==> config.mk <==
export PLATFORM = sky130hd
export DESIGN_NAME = ccsd_top
export DESIGN_NICKNAME = d
export VERILOG_FILES = /design/src/core/ccsd_pkg.sv /design/src/core/ccsd_cko_if.sv /design/src/core/ccsd_cko_gen.sv /design/src/core/ccsd_top.sv
export VERILOG_INCLUDE_DIRS = /design/src /design/src/core
export SDC_FILE = /design/constraint.sdc
export NUM_CORES = 1
export LEC_CHECK = 0
export BUFFER_PORTS_ARGS = -buffer_cell sky130_fd_sc_hd__buf_2
export CORE_UTILIZATION = 61
export CTS_BUF_LIST = sky130_fd_sc_hd__clkbuf_2 sky130_fd_sc_hd__clkbuf_4 sky130_fd_sc_hd__clkbuf_8
export CTS_CLUSTER_SIZE = 30
export DETAILED_ROUTE_END_ITERATION = 8
export GPL_TIMING_DRIVEN = 0
export PLACE_DENSITY = 0.92
export SLEW_MARGIN = 25
export SYNTH_ARGS = -nofsm -noshare
export SYNTH_HDL_FRONTEND = slang
export SYNTH_SLANG_ARGS = --single-unit
==> constraint.sdc <==
create_clock -name clk_sys -period 4.7 [get_ports clk_sys]
set_input_delay 0.235 -clock clk_sys [delete_from_list [all_inputs] [get_ports clk_sys]]
set_output_delay 0.235 -clock clk_sys [all_outputs]
set_load 0.01 [all_outputs]
==> src/core/ccsd_map.svh <==
`ifndef CCSD_MAP_SVH
`define CCSD_MAP_SVH

// Register offsets on the plain register port.
`define CCSD_ADDR_PORT2_MODE_REG_ONE      8'hA4
`define CCSD_ADDR_DIV       8'hA5
`define CCSD_ADDR_STAT      8'hA6

// Field positions.
`define CCSD_PORT2_MODE_REG_ONE_CKO_BIT   4
`define CCSD_CFG_MODE_MSB   2
`define CCSD_CFG_MODE_LSB   0
`define CCSD_CFG_COMPAT_BIT 7
`define CCSD_STAT_RUN_BIT   7
`define CCSD_STAT_CMP_BIT   6
`define CCSD_STAT_CKO_BIT   5

// Reset values.
`define CCSD_PORT2_MODE_REG_ONE_RESET     8'h00
`define CCSD_DIV_RESET      8'h00

// Oscillator restart waits, in CPU clocks.
`define CCSD_START_XTAL     11'h400
`define CCSD_START_RC       11'h100

// Counter end values and ratio terms.
`define CCSD_MCYC_LAST      3'h5
`define CCSD_CKO_LAST       2'h2
`define CCSD_RATIO_ONE      11'h001
`define CCSD_RATIO_TWO      11'h002

// Supported oscillator frequency limits, in kHz.
`define CCSD_LOW_MIN_KHZ    20
`define CCSD_MED_MIN_KHZ    100
`define CCSD_HIGH_MIN_KHZ   4000
`define CCSD_HIGH_MAX_KHZ   20000
`define CCSD_RC_TYP_KHZ     6000

`endif

==> src/core/ccsd_pkg.sv <==
package ccsd_pkg;

  // Oscillator source chosen by the configuration byte.
  typedef enum logic [2:0] {
    ccsd_mode_xtal_high = 3'h0,
    ccsd_mode_xtal_med  = 3'h1,
    ccsd_mode_xtal_low  = 3'h2,
    ccsd_mode_rc        = 3'h3,
    ccsd_mode_ext       = 3'h7
  } ccsd_mode_type;

  // Oscillator start-up state.
  typedef enum logic {
    ccsd_st_wait = 1'b0,
    ccsd_st_run  = 1'b1
  } ccsd_run_type;

  // Whole state of the main module.
  typedef struct packed {
    logic          cfg_done;
    ccsd_mode_type mode;
    logic          compat;
    logic [7:0]    port2_mode_reg_one;
    logic [7:0]    div_sw;
    logic [7:0]    div_act;
    logic [9:0]    cnt;
    logic [2:0]    mcyc;
    logic [10:0]   wait_cnt;
    ccsd_run_type  run;
    logic          cpu_tick;
    logic          mcyc_tick;
    logic [7:0]    rdata;
    logic          p0_gpio;
    logic          p1_gpio;
    logic          cko_en;
  } ccsd_top_state_type;

  // Whole state of the clock output generator.
  typedef struct packed {
    logic [1:0] cnt;
    logic       level;
  } ccsd_cko_state_type;

endpackage

==> src/core/ccsd_cko_if.sv <==
`timescale 1ns/1ns
`default_nettype none

// Link between the divider core and the clock output generator.
interface ccsd_cko_if;
  logic cpu_tick;
  logic enable;
  logic level;

  modport gen (input cpu_tick, input enable, output level);
  modport ctl (output cpu_tick, output enable, input level);
endinterface

`default_nettype wire

==> src/core/ccsd_cko_gen.sv <==
`timescale 1ns/1ns
`default_nettype none
`include "ccsd_map.svh"

module ccsd_cko_gen (
  // Clock and reset.
  input  wire logic clk_sys,
  input  wire logic rstn,
  // Control link.
  ccsd_cko_if.gen   cko
);

  ccsd_pkg::ccsd_cko_state_type st_r;
  ccsd_pkg::ccsd_cko_state_type st_nxt;

  // Toggle every third CPU clock, giving one sixth of the rate.
  always_comb begin
    st_nxt = st_r;
    if (!cko.enable) begin
      st_nxt.cnt   = 2'h0;
      st_nxt.level = 1'b0;
    end else if (cko.cpu_tick) begin
      if (st_r.cnt == `CCSD_CKO_LAST) begin
        st_nxt.cnt   = 2'h0;
        st_nxt.level = ~st_r.level;
      end else begin
        st_nxt.cnt = st_r.cnt + 2'h1;
      end
    end
  end

  // State register.
  always_ff @(posedge clk_sys or negedge rstn) begin
    if (!rstn) begin
      st_r <= '0;
    end else begin
      st_r <= st_nxt;
    end
  end

  // The pin level comes straight from the flip-flop.
  assign cko.level = st_r.level;
endmodule

`default_nettype wire

==> src/core/ccsd_top.sv <==
// Behaviour
// - Crystal options low, medium, high speed are fixed in config.
// - On-chip RC source runs nominally 6 MHz, reducible by the divider.
// - External clock mode frees the oscillator output pin as port pin.
// - Clock output exists only with RC or external clock sources.
// - Enabled clock output runs with the oscillator, Idle included.
// - Clock output frequency is one sixth of the CPU clock.
// - Compatibility bit halves the CPU clock: 12 clocks per cycle.
// - Peripheral machine-cycle timing follows the halved CPU clock too.
// - Divider zero, the reset value, leaves the rate undivided.
// - Divider N from 1 to 255 divides by 2 times (N+1).
// - A new divider value may be written anytime without stalling.
// - Clock output enable is bit 4 of port 2 mode register A4h.
// - Crystal options take both oscillator pins away from port use.
// - After restart wait 1024 CPU clocks for crystal, 256 otherwise.
//
// The address map and the strobed register port were chosen for this implementation.
`include "ccsd_map.svh"
`timescale 1ns/1ns
`default_nettype none

module ccsd_top (
  // Clock and reset.
  input  wire logic       clk_sys,
  input  wire logic       rstn,
  // Nonvolatile configuration and power control.
  input  wire logic [7:0] user_config_byte_one,
  input  wire logic       osc_restart,
  // Register port.
  input  wire logic [7:0] reg_addr,
  input  wire logic [7:0] reg_wdata,
  input  wire logic       reg_wr,
  input  wire logic       reg_rd,
  output logic      [7:0] reg_rdata,
  // CPU timing.
  output logic            cpu_clk_en,
  output logic            machine_cycle_en,
  output logic            cpu_run,
  // Oscillator pins.
  output logic            divided_clock_pin,
  output logic            divided_clock_pin_oe,
  output logic            port2_pin0_gpio_en,
  output logic            port2_pin1_gpio_en
);

  ccsd_pkg::ccsd_top_state_type st_r;
  ccsd_pkg::ccsd_top_state_type st_nxt;
  logic [10:0]                  ratio;
  logic [9:0]                   ratio_last;
  logic [10:0]                  start_lim;
  logic                         is_xtal;
  logic                         cko_ok;

  ccsd_cko_if cko_link ();

  ////////////////////////////////////////////////////////////////////////////

  // Division ratio from the active divider and the compatibility bit.
  always_comb begin
    if (st_r.div_act == 8'h00) begin
      ratio = `CCSD_RATIO_ONE;
    end else begin
      ratio = {2'h0, st_r.div_act, 1'b0} + `CCSD_RATIO_TWO;
    end
    if (st_r.compat) begin
      ratio = {ratio[9:0], 1'b0};
    end
  end

  // Last count of one divided period and the restart wait for the source.
  assign ratio_last = 10'(ratio - `CCSD_RATIO_ONE);
  assign is_xtal    = st_r.mode == ccsd_pkg::ccsd_mode_xtal_high
                   || st_r.mode == ccsd_pkg::ccsd_mode_xtal_med
                   || st_r.mode == ccsd_pkg::ccsd_mode_xtal_low;
  assign start_lim  = is_xtal ? `CCSD_START_XTAL : `CCSD_START_RC;
  assign cko_ok     = st_r.mode == ccsd_pkg::ccsd_mode_rc
                   || st_r.mode == ccsd_pkg::ccsd_mode_ext;

  ////////////////////////////////////////////////////////////////////////////

  // Next state of the whole block.
  always_comb begin
    st_nxt           = st_r;
    st_nxt.cpu_tick  = 1'b0;
    st_nxt.mcyc_tick = 1'b0;
    st_nxt.rdata     = 8'h00;

    // The configuration byte is caught once, on the first edge after reset.
    if (!st_r.cfg_done) begin
      st_nxt.cfg_done = 1'b1;
      st_nxt.compat   = user_config_byte_one[`CCSD_CFG_COMPAT_BIT];
      unique case (user_config_byte_one[`CCSD_CFG_MODE_MSB:`CCSD_CFG_MODE_LSB])
        3'h0:    st_nxt.mode = ccsd_pkg::ccsd_mode_xtal_high;
        3'h1:    st_nxt.mode = ccsd_pkg::ccsd_mode_xtal_med;
        3'h2:    st_nxt.mode = ccsd_pkg::ccsd_mode_xtal_low;
        3'h7:    st_nxt.mode = ccsd_pkg::ccsd_mode_ext;
        default: st_nxt.mode = ccsd_pkg::ccsd_mode_rc;
      endcase
    end else begin
      // Divided CPU clock; the divider only changes at a period end.
      if (st_r.cnt >= ratio_last) begin
        st_nxt.cnt      = 10'h000;
        st_nxt.cpu_tick = 1'b1;
        st_nxt.div_act  = st_r.div_sw;
      end else begin
        st_nxt.cnt = st_r.cnt + 10'h001;
      end

      // Machine cycle of six CPU clocks drives peripheral timing.
      if (st_nxt.cpu_tick) begin
        if (st_r.mcyc == `CCSD_MCYC_LAST) begin
          st_nxt.mcyc      = 3'h0;
          st_nxt.mcyc_tick = 1'b1;
        end else begin
          st_nxt.mcyc = st_r.mcyc + 3'h1;
        end
      end

      // Start-up wait counted in CPU clocks after each restart.
      if (osc_restart) begin
        st_nxt.run      = ccsd_pkg::ccsd_st_wait;
        st_nxt.wait_cnt = 11'h000;
      end else begin
        unique case (st_r.run)
          ccsd_pkg::ccsd_st_wait: begin
            if (st_nxt.cpu_tick) begin
              if (st_r.wait_cnt == 11'(start_lim - `CCSD_RATIO_ONE)) begin
                st_nxt.run = ccsd_pkg::ccsd_st_run;
              end else begin
                st_nxt.wait_cnt = st_r.wait_cnt + 11'h001;
              end
            end
          end
          ccsd_pkg::ccsd_st_run: begin
            st_nxt.wait_cnt = 11'h000;
          end
        endcase
      end
    end

    // Pin ownership and clock output enable follow the source.
    st_nxt.cko_en  = cko_ok && st_r.port2_mode_reg_one[`CCSD_PORT2_MODE_REG_ONE_CKO_BIT];
    st_nxt.p1_gpio = st_r.mode == ccsd_pkg::ccsd_mode_rc;
    st_nxt.p0_gpio = cko_ok && !st_r.port2_mode_reg_one[`CCSD_PORT2_MODE_REG_ONE_CKO_BIT];

    // Register writes; the divider may change at any time.
    if (reg_wr) begin
      if (reg_addr == `CCSD_ADDR_PORT2_MODE_REG_ONE) begin
        st_nxt.port2_mode_reg_one = reg_wdata;
      end
      if (reg_addr == `CCSD_ADDR_DIV) begin
        st_nxt.div_sw = reg_wdata;
      end
    end

    // Register reads answer on the next cycle; unmapped reads give zero.
    if (reg_rd) begin
      if (reg_addr == `CCSD_ADDR_PORT2_MODE_REG_ONE) begin
        st_nxt.rdata = st_r.port2_mode_reg_one;
      end else if (reg_addr == `CCSD_ADDR_DIV) begin
        st_nxt.rdata = st_r.div_sw;
      end else if (reg_addr == `CCSD_ADDR_STAT) begin
        st_nxt.rdata = {st_r.run == ccsd_pkg::ccsd_st_run, st_r.compat,
                        st_r.cko_en, 2'h0, st_r.mode};
      end
    end
  end

  // State register.
  always_ff @(posedge clk_sys or negedge rstn) begin
    if (!rstn) begin
      st_r         <= '0;
      st_r.port2_mode_reg_one    <= `CCSD_PORT2_MODE_REG_ONE_RESET;
      st_r.div_sw  <= `CCSD_DIV_RESET;
      st_r.div_act <= `CCSD_DIV_RESET;
      st_r.mode    <= ccsd_pkg::ccsd_mode_rc;
      st_r.run     <= ccsd_pkg::ccsd_st_wait;
    end else begin
      st_r <= st_nxt;
    end
  end

  ////////////////////////////////////////////////////////////////////////////

  // Clock output generator; it ignores Idle and runs with the oscillator.
  assign cko_link.cpu_tick = st_r.cpu_tick;
  assign cko_link.enable   = st_r.cko_en;

  ccsd_cko_gen u_cko (
    .clk_sys (clk_sys),
    .rstn    (rstn),
    .cko     (cko_link.gen)
  );

  // Outputs come straight from flip-flops.
  assign reg_rdata            = st_r.rdata;
  assign cpu_clk_en           = st_r.cpu_tick;
  assign machine_cycle_en     = st_r.mcyc_tick;
  assign cpu_run              = st_r.run == ccsd_pkg::ccsd_st_run;
  assign divided_clock_pin    = cko_link.level;
  assign divided_clock_pin_oe = st_r.cko_en;
  assign port2_pin0_gpio_en   = st_r.p0_gpio;
  assign port2_pin1_gpio_en   = st_r.p1_gpio;
endmodule

`default_nettype wire

==> impl_metrics.json <==
{
  "run_status": "complete, no violations",
  "synth_mux_area_share_pct": 7.83,
  "synthCells": 393,
  "preCtsSetupSlack_ps": 120,
  "min_from": "reg_wdata[5]",
  "synth_simple_gate_area_share_pct": 21.3,
  "timing.final.crit_share_pct": 89.9,
  "fillers": 426,
  "maxCapViolations": 0,
  "core_area_um2": 6060,
  "min_to": "st_r[59]$_DFFE_PN0P_",
  "mostFrequentLayoutCells": "dfrtp_1 (68), nand2_1 (51), buf_2 (40)",
  "initial_core_util_pct": 64.6,
  "ys_ff_latch": 70,
  "rsz0062_at_grt": "no",
  "whs_path_depth": 2,
  "grt_first_pass_wirelength_um": 15300,
  "powerDensity_nw_per_um2": 593,
  "dr.pass1.iters": 5,
  "fin_skew_ps": 8.53,
  "tns_ps": 0,
  "ys_async_sr_fraction_pct": 100,
  "layout_setup_ws_ps": 475,
  "yosys_most_used_dff": "dfrtp_1",
  "r2r_cells": 18,
  "routedWlPerCell_um": 17.1,
  "worstPathRequired_ps": 4930,
  "grt_usage_pct": 31.1,
  "drcViolationCount": 0,
  "whs_ps": 125,
  "grt_antenna_before_repair": 0,
  "grt_start_max_net_pins": 38,
  "drt-total-wl_um": 8940,
  "cts.clk_slew.worst_paths_ps": 80,
  "dieArea_um2": 6740,
  "synth-compound-area-share_pct": 11.5,
  "report.final.slew_viol_count": 0,
  "synth_top_family_by_area": "simple AND/OR/NAND/NOR gates",
  "rows": 28,
  "rr_endpoint": "st_r[26]$_DFFE_PN0P_",
  "syn_avg_cell_area_um2": 9.96,
  "synth_seq_area_share_pct": 44.8,
  "htreeDepth": 3,
  "postCtsSetupBuffers": 0,
  "drive_above_1_share_pct": 23.2,
  "cp_max_fo": 7,
  "yosysTopAreaCell": "dfrtp_1",
  "relSlewSlack_pct": 51.3,
  "gp_congestion": 0.902,
  "r2r-start": "st_r[42]$_DFFE_PN0P_",
  "antenna_cells": 0,
  "synth_adder_area_share_pct": 4.80,
  "hold_violations": 0,
  "nNetsFinal": 487,
  "numCtsBuffers": 9,
  "critical_path_class": "flip-flop to flip-flop",
  "tightest_slew_ps": 725,
  "peakVddDrop_uv": 374,
  "clkLatencyLatePin_ps": 350,
  "synthesis.nets": 437,
  "synthXorXnorAreaFrac_pct": 5.31,
  "crit_path_end_kind": "flip-flop",
  "synthToLayoutAreaGrowth_pct": 13.7,
  "clock_path_buffers": 2,
  "grt.overflow.total": 0,
  "synth_edf_count": 0,
  "vias": 3229,
  "grt_pass1_vias": 3331,
  "drt_iter0_drc": 207,
  "routed_via_density": 6.17,
  "postRouteAntennaNets": 0,
  "portBuffers": 38,
  "netlist_area_um2": 3910,
  "hold_class": "primary input to flip-flop",
  "period_minus_slack_ps": 4220,
  "die_w_um": 82.1,
  "place_hpwl_um": 6450,
  "max_freq_mhz": 237,
  "power.leakage_nw": 2.19,
  "synth_top_cell_area_share_pct": 43.5,
  "cts_root_buffer": "clkbuf_8",
  "cp.arrival_ps": 4460,
  "ys_types": 66,
  "rrSetupSlack_ps": 480,
  "io_pins": 44,
  "clock_sinks": 70,
  "fp.dieH_um": 82.1,
  "fin_util_pct": 73.4,
  "final_common_cell": "dfrtp_1",
  "cts_tree": "done",
  "start_kind": "flip-flop",
  "ys_warn_count": 0,
  "ys_top_cells_by_area": "dfrtp_1 (43%), mux2_2 (5.8%), nand2_1 (4.9%)",
  "setup_violations": 0
}
==> how the worst max path moves through the flow <==
stage                                    start                   end  slack, ps  cells after the start
after floorplan           st_r[42]$_DFFE_PN0P_  st_r[26]$_DFFE_PN0P_        860                     19
after global placement    st_r[42]$_DFFE_PN0P_   cpu_run$_DFFE_PN0P_        210                     20
after detailed placement  st_r[42]$_DFFE_PN0P_   cpu_run$_DFFE_PN0P_        120                     20
after CTS                 st_r[42]$_DFFE_PN0P_   cpu_run$_DFFE_PN0P_         40                     20
after global routing      st_r[42]$_DFFE_PN0P_   cpu_run$_DFFE_PN0P_        160                     19
final                     st_r[42]$_DFFE_PN0P_  st_r[26]$_DFFE_PN0P_        480                     18
==> kinds of logic after synthesis <==
logic type | count (synthesis)
and+or+nand+nor | 166
DFF | 70
AOI/OAI and AO/OA | 64
other | 1
xor gates and xnor gates | 19
adders and majority gates | 15
muxes | 28
buffers and inverters | 30
==> power by group <==
part,internal (mW),switching (mW)
logic,0.542,0.814
registers,0.678,0.0995
clock network,0.274,0.230
total,1.49,1.14
==> layer usage <==
metal  vias up  GRT usage [%]  part of all wire [%]
li1       1494              -                     -
met1      1591           38.3                    41
met2       114           52.6                    52
met3        30           5.82                   4.7
met4         0           15.4                   2.7
met5         -              0                     0
==> cell type report <==
| cell class | instances | area, um2 | area share (%) |
|---|---|---|---|
| clock inverters | 5 | 56.3 | 1.27 |
| plain buffers | 20 | 135 | 3.04 |
| multi-input cells | 293 | 2000 | 45.0 |
| flip-flops and latches | 70 | 1750 | 39.4 |
| well taps | 75 | 93.8 | 2.11 |
| inverters | 9 | 33.8 | 0.759 |
| clock buffers | 11 | 151 | 3.40 |
| repair buffers | 40 | 223 | 5.01 |
==> sequential cells by signal, indices dropped and copies added, names as in the netlist <==
signal                flops
divided_clock_pin_oe      1
cpu_run                   1
u_cko.st_r                2
port2_pin0_gpio_en        1
port2_pin1_gpio_en        1
cpu_clk_en                1
reg_rdata                 8
u_cko.cko.level           1
machine_cycle_en          1
st_r                     53
==> cell usage after synthesis (2+ instances only) <==
cell	instances
dfrtp_1	68
nand2_1	51
nor2_1	35
mux2_2	20
nand3_1	18
ha_1	15
a21oi_1	14
o21ai_0	10
nor2b_1	9
xnor2_1	9
buf_4	8
inv_1	8
nand2b_1	8
clkbuf_1	7
mux2i_1	7
nor3_1	7
xor2_1	6
a2111oi_0	5
a21o_1	5
and2_1	5
nand4_1	5
and3_1	4
or3_1	4
a211oi_1	3
a22o_1	3
buf_2	3
nor3b_1	3
nor4_1	3
o311ai_0	3
o31ai_1	3
a32oi_1	2
and2b_2	2
and4_1	2
buf_6	2
dfstp_2	2
nor4_2	2
o22ai_1	2
xnor2_2	2
==> worst max-delay path, stage by stage (launching register included) <==
cell      delay [ps]
dfrtp_1          480
nor4_4           350
and3_2           310
nor3_1            70
a21oi_1          120
ha_1             200
and2b_2          190
nand4b_1         210
o311ai_1         350
o41ai_1          120
a21oi_1          200
ha_1             260
nand2_1          100
o21ai_1          100
and2_1           180
a21oi_2          230
inv_2            140
nand2_1          140
mux2_2           340
==> through the flow <==
step,area [um2],instances,power [mW]
after CTS,4440,524,2.61
final,4450,523,2.64
after global routing,4450,523,2.83
after detailed placement,4220,507,2.09
after global placement,4200,506,2.00
after floorplan,3910,393,1.76
==> timing repair <==
item | CTS | global route
gates resized for setup | 0 | 5
setup endpoints to repair | 0 | 26
hold endpoints to repair | 33 | 0
hold buffers | 1 | 0
No activity file was read; power rests on OpenSTA's default activity.
